`src/rtl/pmx_pkg.sv`:
```
// Package: constants for the multifunction pin mux.
// Assumes one clock domain and plain-port control bits.
package pmx_pkg;

  // ****************************************
  // Pin group sizes
  // ****************************************
  localparam int PMX_STD_PINS = 5;
  localparam int PMX_FAST_PINS = 4;
  localparam int PMX_REG_PINS = 4;

  // ****************************************
  // Index of each pin inside its group vector
  // ****************************************
  localparam int PMX_STD_P0 = 0;
  localparam int PMX_STD_P1 = 1;
  localparam int PMX_STD_P2 = 2;
  localparam int PMX_STD_P3 = 3;
  localparam int PMX_STD_P9 = 4;
  localparam int PMX_REG_P5 = 0;
  localparam int PMX_REG_P6 = 1;
  localparam int PMX_REG_P7 = 2;
  localparam int PMX_REG_P8 = 3;
  localparam int PMX_SPI_DOUT = 0;
  localparam int PMX_SPI_DIN = 1;
  localparam int PMX_SPI_SCLK = 2;
  localparam int PMX_SPI_SSEL = 3;

  // ****************************************
  // Function select codes
  // ****************************************
  localparam logic PMX_SEL_GPIO = 1'b0;
  localparam logic PMX_SEL_ALT = 1'b1;

  // ****************************************
  // Reset values of the pad drivers
  // ****************************************
  localparam logic PMX_RST_OUT = 1'b0;
  localparam logic PMX_STD_RST_OE = 1'b1;
  localparam logic PMX_FAST_RST_OE = 1'b0;
  localparam logic PMX_REG_RST_OE = 1'b1;

  // ****************************************
  // Audio control register view
  // ****************************************
  localparam logic [7:0] PMX_I2S_CTRL_OFS = 8'h2b;
  localparam int PMX_JC_OFF_BIT = 7;

endpackage : pmx_pkg

```
`src/rtl/pmx_pad_cell.sv`:
```
// One shared pad: chooses GPIO or alternate drive, syncs the pad input.
// Assumes pad_i is asynchronous and rst_n_i is already synchronised.
`timescale 1ns/10ps
`default_nettype none
module pmx_pad_cell
  import pmx_pkg::*;
#(
  parameter logic RST_OE = 1'b0
) (
  input wire logic clk_i,
  input wire logic rst_n_i,
  input wire logic sel_alt_i,
  input wire logic func_en_i,
  input wire logic gpio_out_i,
  input wire logic gpio_oe_i,
  input wire logic alt_out_i,
  input wire logic alt_oe_i,
  input wire logic pad_i,
  output logic pad_o,
  output logic pad_oe_o,
  output logic gpio_in_o,
  output logic alt_in_o
);

  logic next_out;
  logic next_oe;
  logic sync1;
  logic sync2;

  // ****************************************
  // Output select
  // ****************************************
  // Alternate source wins the pad
  always_comb begin
    next_out = PMX_RST_OUT;
    next_oe = 1'b0;
    if (sel_alt_i == PMX_SEL_ALT) begin
      next_out = alt_out_i;
      next_oe = alt_oe_i;
    end else if (func_en_i) begin
      next_out = gpio_out_i;
      next_oe = gpio_oe_i;
    end
  end

  always_ff @(posedge clk_i or negedge rst_n_i) begin
    if (!rst_n_i) begin
      pad_o <= PMX_RST_OUT;
      pad_oe_o <= RST_OE;
    end else begin
      pad_o <= next_out;
      pad_oe_o <= next_oe;
    end
  end

  // ****************************************
  // Input sync and steering
  // ****************************************
  always_ff @(posedge clk_i or negedge rst_n_i) begin
    if (!rst_n_i) begin
      sync1 <= 1'b0;
      sync2 <= 1'b0;
    end else begin
      sync1 <= pad_i;
      sync2 <= sync1;
    end
  end

  always_ff @(posedge clk_i or negedge rst_n_i) begin
    if (!rst_n_i) begin
      gpio_in_o <= 1'b0;
      alt_in_o <= 1'b0;
    end else begin
      gpio_in_o <= sync2 & func_en_i & (sel_alt_i == PMX_SEL_GPIO);
      alt_in_o <= sync2 & (sel_alt_i == PMX_SEL_ALT);
    end
  end

endmodule : pmx_pad_cell
`default_nettype wire

```
`src/rtl/pmx_pin_mux.sv`:
```
// Top of the multifunction pin mux: standard, fast and register-only pads.
// Assumes select bits come from control registers on this clock.
//
// Contract
// - Standard pins 0, 1, 2, 3 and 9 come out of reset as GPIO driven low.
// - Each shared pin's function comes from a select bit, never a strap.
// - The four fast pins come out of reset as GPIO in tri-state.
// - Fast GPIO works only in dual-link mode and is off in single-link mode.
// - Fast pins 0 to 3 share pads with SPI data-out, data-in, clock and select.
// - Register-only pins 5 to 8 default to GPIO low and are seen only by registers.
// - Register-only pin 7 can drive the slave audio word clock out.
// - Register-only pin 8 can drive the slave audio bit clock out.
// - Register-only pins 6 and 5 can drive slave audio lanes A and B out.
// - Pins 1 and 9 can carry master word and system clocks, 2 and 3 lanes C and D.
`timescale 1ns/10ps
`default_nettype none
module pmx_pin_mux
  import pmx_pkg::*;
(
  input wire logic clk_i,
  input wire logic rst_n_i,
  input wire logic dual_link_i,
  input wire logic [7:0] i2s_ctrl_i,
  input wire logic [PMX_STD_PINS-1:0] std_sel_i,
  input wire logic [PMX_STD_PINS-1:0] std_gpio_out_i,
  input wire logic [PMX_STD_PINS-1:0] std_gpio_oe_i,
  output logic [PMX_STD_PINS-1:0] std_gpio_in_o,
  input wire logic master_audio_data_i,
  input wire logic master_audio_word_clock_i,
  input wire logic master_audio_sys_clock_i,
  input wire logic audio_data_lane_c_i,
  input wire logic audio_data_lane_d_i,
  input wire logic [PMX_STD_PINS-1:0] std_pad_i,
  output logic [PMX_STD_PINS-1:0] std_pad_o,
  output logic [PMX_STD_PINS-1:0] std_pad_oe_o,
  input wire logic [PMX_FAST_PINS-1:0] fast_sel_i,
  input wire logic [PMX_FAST_PINS-1:0] fast_gpio_out_i,
  input wire logic [PMX_FAST_PINS-1:0] fast_gpio_oe_i,
  output logic [PMX_FAST_PINS-1:0] fast_gpio_in_o,
  input wire logic [PMX_FAST_PINS-1:0] spi_out_i,
  input wire logic [PMX_FAST_PINS-1:0] spi_oe_i,
  output logic [PMX_FAST_PINS-1:0] spi_in_o,
  input wire logic [PMX_FAST_PINS-1:0] fast_pad_i,
  output logic [PMX_FAST_PINS-1:0] fast_pad_o,
  output logic [PMX_FAST_PINS-1:0] fast_pad_oe_o,
  input wire logic [PMX_REG_PINS-1:0] reg_sel_i,
  input wire logic [PMX_REG_PINS-1:0] reg_only_out_i,
  input wire logic [PMX_REG_PINS-1:0] reg_only_oe_i,
  output logic [PMX_REG_PINS-1:0] reg_only_in_o,
  input wire logic audio_data_lane_a_i,
  input wire logic audio_data_lane_b_i,
  input wire logic slave_audio_word_clock_i,
  input wire logic slave_audio_bit_clock_i,
  input wire logic [PMX_REG_PINS-1:0] reg_pad_i,
  output logic [PMX_REG_PINS-1:0] reg_pad_o,
  output logic [PMX_REG_PINS-1:0] reg_pad_oe_o,
  output logic slave_clk_cfg_err_o
);

  // ****************************************
  // Reset release
  // ****************************************
  logic [1:0] rst_ff;
  logic rst_n;

  always_ff @(posedge clk_i or negedge rst_n_i) begin
    if (!rst_n_i) begin
      rst_ff <= 2'h0;
    end else begin
      rst_ff <= {rst_ff[0], 1'b1};
    end
  end

  assign rst_n = rst_ff[1];

  // ****************************************
  // Alternate sources
  // ****************************************
  logic [PMX_STD_PINS-1:0] std_alt;
  logic [PMX_REG_PINS-1:0] reg_alt;
  logic [PMX_FAST_PINS-1:0] fast_en;

  // Master data, clocks and lanes C, D
  always_comb begin
    std_alt = 5'h00;
    std_alt[PMX_STD_P0] = master_audio_data_i;
    std_alt[PMX_STD_P1] = master_audio_word_clock_i;
    std_alt[PMX_STD_P2] = audio_data_lane_c_i;
    std_alt[PMX_STD_P3] = audio_data_lane_d_i;
    std_alt[PMX_STD_P9] = master_audio_sys_clock_i;
  end

  always_comb begin
    reg_alt = 4'h0;
    reg_alt[PMX_REG_P5] = audio_data_lane_b_i;
    reg_alt[PMX_REG_P6] = audio_data_lane_a_i;
    reg_alt[PMX_REG_P7] = slave_audio_word_clock_i;
    reg_alt[PMX_REG_P8] = slave_audio_bit_clock_i;
  end

  // Fast GPIO gated by dual link
  assign fast_en = {PMX_FAST_PINS{dual_link_i}};

  // ****************************************
  // Pad cells
  // ****************************************
  // Select bits steer each pad
  genvar gi;
  generate
    for (gi = 0; gi < PMX_STD_PINS; gi++) begin : g_std
      pmx_pad_cell #(.RST_OE(PMX_STD_RST_OE)) u_cell (
        .clk_i(clk_i),
        .rst_n_i(rst_n),
        .sel_alt_i(std_sel_i[gi]),
        .func_en_i(1'b1),
        .gpio_out_i(std_gpio_out_i[gi]),
        .gpio_oe_i(std_gpio_oe_i[gi]),
        .alt_out_i(std_alt[gi]),
        .alt_oe_i(1'b1),
        .pad_i(std_pad_i[gi]),
        .pad_o(std_pad_o[gi]),
        .pad_oe_o(std_pad_oe_o[gi]),
        .gpio_in_o(std_gpio_in_o[gi]),
        .alt_in_o()
      );
    end
    // Fast pads reset tri-state, SPI shared
    for (gi = 0; gi < PMX_FAST_PINS; gi++) begin : g_fast
      pmx_pad_cell #(.RST_OE(PMX_FAST_RST_OE)) u_cell (
        .clk_i(clk_i),
        .rst_n_i(rst_n),
        .sel_alt_i(fast_sel_i[gi]),
        .func_en_i(fast_en[gi]),
        .gpio_out_i(fast_gpio_out_i[gi]),
        .gpio_oe_i(fast_gpio_oe_i[gi]),
        .alt_out_i(spi_out_i[gi]),
        .alt_oe_i(spi_oe_i[gi]),
        .pad_i(fast_pad_i[gi]),
        .pad_o(fast_pad_o[gi]),
        .pad_oe_o(fast_pad_oe_o[gi]),
        .gpio_in_o(fast_gpio_in_o[gi]),
        .alt_in_o(spi_in_o[gi])
      );
    end
    // Register-only pads, read back to registers only
    for (gi = 0; gi < PMX_REG_PINS; gi++) begin : g_reg
      pmx_pad_cell #(.RST_OE(PMX_REG_RST_OE)) u_cell (
        .clk_i(clk_i),
        .rst_n_i(rst_n),
        .sel_alt_i(reg_sel_i[gi]),
        .func_en_i(1'b1),
        .gpio_out_i(reg_only_out_i[gi]),
        .gpio_oe_i(reg_only_oe_i[gi]),
        .alt_out_i(reg_alt[gi]),
        .alt_oe_i(1'b1),
        .pad_i(reg_pad_i[gi]),
        .pad_o(reg_pad_o[gi]),
        .pad_oe_o(reg_pad_oe_o[gi]),
        .gpio_in_o(reg_only_in_o[gi]),
        .alt_in_o()
      );
    end
  endgenerate

  // ****************************************
  // Jitter cleaner check
  // ****************************************
  // Hardware cannot force the cleaner off; it only flags the hazard
  // Slave clocks need cleaner disabled
  always_ff @(posedge clk_i or negedge rst_n) begin
    if (!rst_n) begin
      slave_clk_cfg_err_o <= 1'b0;
    end else begin
      slave_clk_cfg_err_o <= (reg_sel_i[PMX_REG_P7] | reg_sel_i[PMX_REG_P8])
                             & ~i2s_ctrl_i[PMX_JC_OFF_BIT];
    end
  end

  // ****************************************
  // Assertions
  // ****************************************
  // Pads hold reset values one edge past release, so attempts start on rst_n
  // Standard pads low after reset
  a_std_reset_low: assert property (@(posedge clk_i) $rose(rst_n) |->
    (std_pad_o == 5'h00) && (std_pad_oe_o == 5'h1f))
    else $error("standard pads not driven low at reset release");

  a_fast_reset_tri: assert property (@(posedge clk_i) $rose(rst_n) |->
    (fast_pad_oe_o == 4'h0))
    else $error("fast pads driven at reset release");

  a_fast_reset_quiet: assert property (@(posedge clk_i) !rst_n |->
    (fast_pad_oe_o == 4'h0) && (fast_gpio_in_o == 4'h0) && (spi_in_o == 4'h0))
    else $error("fast pads active during reset");

  a_reg_reset_low: assert property (@(posedge clk_i) $rose(rst_n) |->
    (reg_pad_o == 4'h0) && (reg_only_in_o == 4'h0))
    else $error("register-only pads not low at reset release");

  // Master word clock on pin 1
  a_master_wclk: assert property (@(posedge clk_i) disable iff (!rst_n)
    rst_n && std_sel_i[PMX_STD_P1] |=> std_pad_oe_o[PMX_STD_P1]
    && (std_pad_o[PMX_STD_P1] == $past(master_audio_word_clock_i)))
    else $error("pin 1 does not carry master word clock");

  a_master_sclk: assert property (@(posedge clk_i) disable iff (!rst_n)
    rst_n && std_sel_i[PMX_STD_P9] |=> std_pad_oe_o[PMX_STD_P9]
    && (std_pad_o[PMX_STD_P9] == $past(master_audio_sys_clock_i)))
    else $error("pin 9 does not carry system clock");

  // GPIO follows engine when not selected
  a_std_gpio_path: assert property (@(posedge clk_i) disable iff (!rst_n)
    rst_n && !std_sel_i[PMX_STD_P2] |=> (std_pad_o[PMX_STD_P2] == $past(std_gpio_out_i[PMX_STD_P2]))
    && (std_pad_oe_o[PMX_STD_P2] == $past(std_gpio_oe_i[PMX_STD_P2])))
    else $error("pin 2 GPIO output not forwarded");

  a_slave_wclk: assert property (@(posedge clk_i) disable iff (!rst_n)
    rst_n && reg_sel_i[PMX_REG_P7] |=> reg_pad_oe_o[PMX_REG_P7]
    && (reg_pad_o[PMX_REG_P7] == $past(slave_audio_word_clock_i)))
    else $error("pin 7 does not carry slave word clock");

  a_slave_bclk: assert property (@(posedge clk_i) disable iff (!rst_n)
    rst_n && reg_sel_i[PMX_REG_P8] |=> reg_pad_oe_o[PMX_REG_P8]
    && (reg_pad_o[PMX_REG_P8] == $past(slave_audio_bit_clock_i)))
    else $error("pin 8 does not carry slave bit clock");

  // Lanes A and B on pins 6 and 5
  a_slave_lanes: assert property (@(posedge clk_i) disable iff (!rst_n)
    rst_n && reg_sel_i[PMX_REG_P6] && reg_sel_i[PMX_REG_P5] |=>
    (reg_pad_o[PMX_REG_P6] == $past(audio_data_lane_a_i))
    && (reg_pad_o[PMX_REG_P5] == $past(audio_data_lane_b_i)))
    else $error("pins 6 and 5 do not carry lanes A and B");

  // Lanes A and B drive their pads
  a_slave_lane_oe: assert property (@(posedge clk_i) disable iff (!rst_n)
    rst_n && reg_sel_i[PMX_REG_P6] && reg_sel_i[PMX_REG_P5] |=>
    reg_pad_oe_o[PMX_REG_P6] && reg_pad_oe_o[PMX_REG_P5])
    else $error("pins 6 and 5 not driven as lane outputs");

  a_jitter_flag: assert property (@(posedge clk_i) disable iff (!rst_n)
    rst_n && reg_sel_i[PMX_REG_P8] && !i2s_ctrl_i[PMX_JC_OFF_BIT] |=> slave_clk_cfg_err_o)
    else $error("jitter cleaner hazard not flagged");

  // Hazard flag clear once cleaner is off
  a_jitter_clear: assert property (@(posedge clk_i) disable iff (!rst_n)
    rst_n && i2s_ctrl_i[PMX_JC_OFF_BIT] |=> !slave_clk_cfg_err_o)
    else $error("jitter cleaner hazard flagged while cleaner off");

  generate
    for (gi = 0; gi < PMX_FAST_PINS; gi++) begin : g_fast_chk
      // No fast GPIO drive in single link
      a_fast_single_off: assert property (@(posedge clk_i) disable iff (!rst_n)
        (!dual_link_i && !fast_sel_i[gi]) [*2] |=>
        !fast_pad_oe_o[gi] && !fast_gpio_in_o[gi])
        else $error("fast GPIO active in single link");

      // Fast GPIO drive forwarded in dual link
      a_fast_gpio_path: assert property (@(posedge clk_i) disable iff (!rst_n)
        rst_n && dual_link_i && !fast_sel_i[gi] |=>
        (fast_pad_o[gi] == $past(fast_gpio_out_i[gi])) && (fast_pad_oe_o[gi] == $past(fast_gpio_oe_i[gi])))
        else $error("fast GPIO output not forwarded in dual link");

      a_spi_share: assert property (@(posedge clk_i) disable iff (!rst_n)
        rst_n && fast_sel_i[gi] |=> (fast_pad_o[gi] == $past(spi_out_i[gi]))
        && (fast_pad_oe_o[gi] == $past(spi_oe_i[gi])))
        else $error("fast pad not owned by SPI");

      a_spi_in_cut: assert property (@(posedge clk_i) disable iff (!rst_n)
        !fast_sel_i[gi] [*2] |=> !spi_in_o[gi])
        else $error("SPI input live while pad is GPIO");
    end
    for (gi = 0; gi < PMX_STD_PINS; gi++) begin : g_std_chk
      a_gpio_cut: assert property (@(posedge clk_i) disable iff (!rst_n)
        std_sel_i[gi] [*2] |=> !std_gpio_in_o[gi] && std_pad_oe_o[gi])
        else $error("GPIO path still live on alternate pin");
    end
    for (gi = 0; gi < PMX_REG_PINS; gi++) begin : g_reg_chk
      a_reg_gpio_path: assert property (@(posedge clk_i) disable iff (!rst_n)
        rst_n && !reg_sel_i[gi] |=> (reg_pad_o[gi] == $past(reg_only_out_i[gi])))
        else $error("register-only GPIO output not forwarded");

      // Register GPIO input cut while alternate
      a_reg_cut: assert property (@(posedge clk_i) disable iff (!rst_n)
        reg_sel_i[gi] [*2] |=> !reg_only_in_o[gi] && reg_pad_oe_o[gi])
        else $error("register GPIO path still live on alternate pin");
    end
  endgenerate

endmodule : pmx_pin_mux
`default_nettype wire

```
`config.mk`:
```
export PLATFORM = sky130hd
export DESIGN_NAME = pmx_pin_mux
export DESIGN_NICKNAME = d
export VERILOG_FILES = /design/src/rtl/pmx_pkg.sv /design/src/rtl/pmx_pad_cell.sv /design/src/rtl/pmx_pin_mux.sv
export SDC_FILE = /design/constraint.sdc
export NUM_CORES = 1
export LEC_CHECK = 0
export BUFFER_PORTS_ARGS = -buffer_cell sky130_fd_sc_hd__buf_4
export CORE_AREA = 8 8 85 87
export CTS_CLUSTER_SIZE = 10
export DETAILED_ROUTE_END_ITERATION = 16
export DIE_AREA = 0 0 93 95
export GPL_TIMING_DRIVEN = 0
export PLACE_DENSITY_LB_ADDON = 0.25
export SETUP_SLACK_MARGIN = 0.2
export SKIP_LAST_GASP = 1
export SLEW_MARGIN = 20
export SYNTH_ARGS = -nofsm -noshare
export SYNTH_HDL_FRONTEND = slang
export SYNTH_HIERARCHICAL = 1
export SYNTH_SLANG_ARGS = --single-unit
```
`constraint.sdc`:
```
create_clock -name clk_i -period 3.5 [get_ports clk_i]
set_clock_uncertainty 0.15 [all_clocks]
set_input_delay 0.525 -clock clk_i [delete_from_list [all_inputs] [get_ports clk_i]]
set_output_delay 0.525 -clock clk_i [all_outputs]
set_load 0.1 [all_outputs]
```
# Word level (Yosys, flattened, before mapping)
# Index checks and enable logic that the tools add are counted.
[totals]
ff_bits = 72
inputBits = 80
out_inout_bits = 44
elab_cells = 142
[classes]
mux = 34
bitwise_logic = 37
[op_table]
columns = ["operator", "n"]
rows = [
  ["$mux W1", 34],
  ["$and A1 B1 Y1", 22],
  ["$not A1 Y1", 14],
  ["$or A1 B1 Y1", 1],
]

# Logic depth before layout (Yosys ltp)
# Gate-level depths: netlist of the first run.
[depth]
depth_word = 2
depth_mapped = 2
ltp_nobuf = 2

# Hierarchy
# The synthesis of the first run kept the hierarchy.
[modules_own_cells]
columns = ["mod", "n_inst", "cells_each", "area_each_um2"]
rows = [
  ["pmx_pad_cell at g_reg[0].u_cell ...", 9, 15, 190.2],
  ["pmx_pad_cell at g_fast[0].u_cell ...", 4, 15, 188.9],
  ["pmx_pin_mux", 1, 5, 88.8],
]

# Worst setup path after synthesis of the first run
# Ideal clock, no wire load.
[synth_timing]
path_type = "register -> output"
from = "register g_fast[0].u_cell.gpio_in_o"
to = "output port fast_gpio_in_o[0]"
t_arrival_ps = 883
required_ps = 2825
path_slack_ps = 1942
stages_incl_launch_ff = 1
path_cell_list = "dfrtp_1"
[synth_rtl]
columns = ["item", "line_no", "text"]
rows = [
  ["start: declaration", "pmx_pad_cell.sv:21", "output logic gpio_in_o,"],
  ["start signal: assignment", "pmx_pad_cell.sv:74", "gpio_in_o <= sync2 & func_en_i & (sel_alt_i == PMX_SEL_GPIO);"],
  ["end: declaration", "pmx_pin_mux.sv:39", "output logic [PMX_FAST_PINS-1:0] fast_gpio_in_o,"],
]
# No word-level cell between the ends.

# Worst setup path in the final report of the first run
[layout_timing]
from = "register g_std[3].u_cell.pad_oe_o"
to = "output port std_pad_oe_o[3]"
[layout_rtl]
columns = ["item", "line_no", "text"]
rows = [
  ["start: declaration", "pmx_pad_cell.sv:20", "output logic pad_oe_o,"],
  ["start signal: assignment", "pmx_pad_cell.sv:52", "pad_oe_o <= next_oe;"],
  ["end: declaration", "pmx_pin_mux.sv:35", "output logic [PMX_STD_PINS-1:0] std_pad_oe_o,"],
]
# No word-level cell between the ends.

==> key figures, run 1 <==
Clock tree
  – CTS Hold Bufs: 1
  – Resized cells post-CTS: 0
  – Clock-pin slew on the worst setup and hold paths: 0.07 ns
  – CTS tree: built
  – Max clock buf depth: 2
  – Clk root buf: clkbuf_8
  – Worst skew pair latency: 0.32 ns
  – H-tree depth: 3
  – Num CTS Buffers: 9
  – TritonCTS Sinks: 72
  – Setup bufs post-CTS: 0

Floorplanning
  – Total die area: 8835 sq um
  – Die Height: 95 um
  – Io pins: 124
  – Core area: 5816 sq um
  – Die X: 93 um
  – Initial core utilization: 0.3911
  – Row cnt: 28

Worst setup path
  – Worst path max stage delay: 0.52 ns
  – Worst R2R Setup Slack: 2.47 ns
  – Critical path type: reg -> out
  – CP top delay family: flip-flops
  – WP buf/inv: 1
  – Critical path, cell by cell: buf_4
  – Worst Path Required: 2.82 ns
  – CP max-delay cell: dfstp_2
  – Setup crit start kind: register
  – CP max FO: 1
  – Worst setup EP type: output port
  – Worst EP arrival: 1.12 ns

STA
  – FMAX: 557.5 MHz
  – Fin. max-slew vios: 0
  – Total negative slack: 0 ns
  – Final count of hold timing violations: 0
  – Final setup viols: 0
  – Part of the cycle the worst path needs: 0.5125
  – RSZ-0062 raised after global routing: no
  – Minimum clock period after layout: 1.794 ns

Route
  – DRT Pass-1 Iters: 4
  – DR WL/cell: 12.10 um
  – DR vias/cell: 3.941
  – WL final: 5.165 mm
  – DRC viols: 0
  – DR vias: 1683
  – Antenna-violating nets left: 0
  – Initial DRC Count: 26

Place
  – Half-perimeter wire length after placement: 4.091 mm
  – RD Place Congestion: 0.7411
  – Port bufs: 116

Logic synthesis
  – Cell count after synthesis: 182
  – Syn Area/Cell: 12.50 sq um
  – Synth warn: 6
  – Post-Syn Area: 2275 sq um

Final layout
  – Inserted Diodes: 0
  – Layout cell share with drive strength beyond 1: 0.3920
  – Layout Nets: 427
  – Most common cell after layout, fill and taps aside: buf_4
  – Most frequent cells in the layout: buf_4, nand2_1, dfrtp_1
  – Area growth syn-to-layout: 56.93%

Power and ir drop
  – Final Power: 1.852 mW
  – Pwr dens: 518.8 nW/um^2
  – Leak Pwr: 1.878 nW
  – Peak VDD IR: 0.2705 mV

Global route
  – Grt ovf: 0
  – Initial antenna violation count: 0
  – Via count of the first global-routing pass: 1811
  – Total GRT Usage: 0.1231
  – First-pass GRT wire length: 8.487 mm
  – Largest net degree at the start of global routing: 39

Run status
  – Outcome: completed

Min path
  – Worst hold path class: reg -> async

Job
  – Max Cap Viol: 0
[flip-flops by register name (all words and copies together) (netlist names)]
signal / cells
g_fast.u_cell/pad_o: 4
g.u_cell/pad_oe_o: 4
g_fast.u_cell/sync1: 4
g_fast.u_cell/gpio_in_o: 4
g_fast.u_cell/sync2: 4
g.u_cell/sync1: 4
g_std.u_cell/gpio_in_o: 5
g_fast.u_cell/alt_in_o: 4
g_std.u_cell/sync1: 5
g.u_cell/pad_o: 4
slave_clk_cfg_err_o: 1
g_std.u_cell/pad_o: 5
g.u_cell/sync2: 4
rst_ff: 2
g.u_cell/gpio_in_o: 4
g_fast.u_cell/pad_oe_o: 4
g_std.u_cell/pad_oe_o: 5
g_std.u_cell/sync2: 5
[layout make-up]
cell class                      instances  area [sq um]
Multi-Input combinational cell        146         596.8
Timing Repair Buffer                  118         900.9
Clock buffer                           15         156.4
Fill cell                             502          2246
Tap cell                               75         93.84
Sequential cell                        72          1817
Clock inverter                          1         5.005
[metrics by stage]
stage	hold slack, ns	worst slack, ns	cells	util	area [sq um]
after floorplan	0.07941	1.212	218	-	2410
after global placement	0.1576	0.4483	409	0.5803	3374
after detailed placement	0.1309	2.044	410	0.5843	3398
after CTS	0.1338	1.682	427	0.6138	3570
after global routing	0.1380	1.659	427	0.6138	3570
final	0.1244	1.706	427	0.6138	3570
[power breakdown]
part           total, mW  internal, mW  leakage, nW  switching, mW
logic              0.408         0.110        0.926          0.299
clock network      0.540         0.278       0.0817          0.262
registers          0.904         0.885        0.870         0.0193
[metal layers]
metal / GRT usage / routed length, um
met2: 0.2047 / 2643
met4: 0.05638 / 74
met1: 0.1305 / 1940
met3: 0.05873 / 507
met5: 0 / 0
[final timing paths]
kind	from	end	cells past startpoint
worst max-delay path	g_std[3].u_cell/pad_oe_o$_DFF_PN1_	std_pad_oe_o[3]	1
worst min-delay path	rst_ff[1]$_DFF_PN0_	g_fast[0].u_cell/gpio_in_o$_DFF_PN0_	0
worst max register to register	rst_ff[1]$_DFF_PN0_	g_std[4].u_cell/pad_oe_o$_DFF_PN1_	1
worst min register to register	rst_ff[1]$_DFF_PN0_	g_fast[0].u_cell/gpio_in_o$_DFF_PN0_	0
max in group asynchronous	rst_ff[1]$_DFF_PN0_	g_std[4].u_cell/pad_oe_o$_DFF_PN1_	1
min in group clk_i	std_pad_i[1]	g_std[1].u_cell/sync1$_DFF_PN0_	1
Power figures use the tool's default switching activity.
==> run 2: changes to the inputs <==
Clock period 3.5 ns to 1.9 ns, I/O delays scaled along.
==> key figures, run 2 (synthesized netlist as in run 1, its figures left out) <==
Worst setup path
  – Worst EP arrival: 1.13 ns
  – Reg2Reg Depth: 1
  – Setup crit start kind: register
  – Worst path max stage delay: 0.52 ns
  – CP max-delay cell: dfstp_2
  – Crit Reg-Reg Endpoint: g_std[3].u_cell/pad_oe_o$_DFF_PN1_
  – Critical path type: reg -> out
  – Worst setup EP type: output port
  – Worst Setup SP: g_reg[3].u_cell/pad_oe_o$_DFF_PN1_
  – Worst R2R Setup Slack: 0.88 ns
  – CP top delay family: flip-flops
  – CP max FO: 1
  – Worst Path Required: 1.46 ns
  – Critical path, cell by cell: buf_4
  – WP buf/inv: 1
  – RR Startpoint: rst_ff[1]$_DFF_PN0_

Final layout
  – Fill count: 455
  – Area growth syn-to-layout: 72.94%
  – Layout Nets: 461
  – Most frequent cells in the layout: buf_4, nand2_1, dfrtp_1
  – Layout cell share with drive strength beyond 1: 0.3653
  – Most common cell after layout, fill and taps aside: buf_4
  – Design area: 3934 sq um
  – Inserted Diodes: 0

Place
  – Half-perimeter wire length after placement: 4.097 mm
  – RD Place Congestion: 0.7356
  – Port bufs: 116
  – Placed cell area: 3398 sq um

Global route
  – Largest net degree at the start of global routing: 39
  – First-pass GRT wire length: 9.211 mm
  – Total GRT Usage: 0.1344
  – Grt ovf: 0
  – Via count of the first global-routing pass: 2019
  – Initial antenna violation count: 0

STA
  – FMAX: 639.4 MHz
  – Part of the cycle the worst path needs: 0.8231
  – Minimum clock period after layout: 1.564 ns
  – Total negative slack: 0 ns
  – RSZ-0062 raised after global routing: no
  – WHS: 0.01645 ns
  – Fin. max-slew vios: 0
  – Final setup viols: 0
  – Final count of hold timing violations: 0

Route
  – DRC viols: 0
  – DRT Pass-1 Iters: 3
  – DR WL/cell: 12.19 um
  – DR vias/cell: 4.039
  – Initial DRC Count: 40
  – WL final: 5.620 mm
  – Antenna-violating nets left: 0
  – DR vias: 1862

Floorplanning
  – Total die area: 8835 sq um
  – Row cnt: 28
  – Die X: 93 um
  – Core area: 5816 sq um
  – Initial core utilization: 0.3911
  – Die Height: 95 um
  – Io pins: 124

Clock tree
  – H-tree depth: 3
  – CTS tree: built
  – Resized cells post-CTS: 0
  – Clk root buf: clkbuf_8
  – Num CTS Buffers: 9
  – Worst skew pair latency: 0.33 ns
  – TritonCTS Sinks: 72
  – Clock-pin slew on the worst setup and hold paths: 0.07 ns
  – Max clock buf depth: 2

Min path
  – Worst Hold Path EP: g_fast[1].u_cell/gpio_in_o$_DFF_PN0_
  – Worst hold path class: in -> reg
  – Min-Delay Startpoint: fast_sel_i[1]
  – Hold Path Depth: 2

Power and ir drop
  – Pwr dens: 906.5 nW/um^2
  – Peak VDD IR: 0.5084 mV
  – Leak Pwr: 2.036 nW

Job
  – Max Cap Viol: 0

Run status
  – Outcome: completed
==> run 2: worst max-delay path by stage <==
| stage | end | slack [ns] | cells past startpoint |
|---|---|---|---|
| after CTS | reg_pad_oe_o[3] | 0.31 | 1 |
| after global placement | g_std[0].u_cell/pad_o$_DFF_PN0_ | 0.13 | 0 |
| after detailed placement | reg_pad_oe_o[0] | 0.69 | 1 |
| final | reg_pad_oe_o[3] | 0.34 | 1 |
| after global routing | reg_pad_oe_o[2] | 0.30 | 1 |
| after floorplan | g_fast[0].u_cell/alt_in_o$_DFF_PN0_ | 0.53 | 0 |
==> run 2: final cells by class <==
cell class / instances / area (sq um) / share of cell area
flip-flops and latches: 72 / 1817 / 0.4618
clock buffers: 14 / 172.7 / 0.04389
multi-input cells: 146 / 596.8 / 0.1517
repair buffers: 152 / 1241 / 0.3155
clock inverters: 2 / 12.51 / 0.003181
well taps: 75 / 93.84 / 0.02385
==> run 2: repair_timing <==
action / in CTS / in global routing
hold buffers: 35 / 0
hold endpoints to repair: 43 / 0
buffers inserted: 0 / 0
==> run 2: per-stage QoR <==
step | utilization | total power [mW] | setup WS [ns] | std cells
5_1_grt | 0.6764 | 3.733 | 0.3003 | 461
2_1_floorplan | - | 2.192 | 0.5316 | 218
6_report | 0.6764 | 3.566 | 0.3360 | 461
3_3_place_gp | 0.5805 | 2.436 | 0.1279 | 409
4_1_cts | 0.6764 | 3.619 | 0.3135 | 461
3_5_place_dp | 0.5843 | 2.453 | 0.6861 | 410
==> run 2: layer usage <==
layer  vias up  GRT usage  wire length, um
li1        940          -                -
met1       843     0.1383             2141
met2        70     0.2284             2897
met3         9    0.05556              486
met4         0    0.07651               95
met5         -          0                0
==> run 2: report_power, final <==
group          switching [mW]  internal [mW]  total [mW]
Clock                   0.505          0.581        1.09
Combinational           0.564          0.251       0.815
Sequential             0.0357           1.63        1.67
Total                    1.10           2.46        3.57
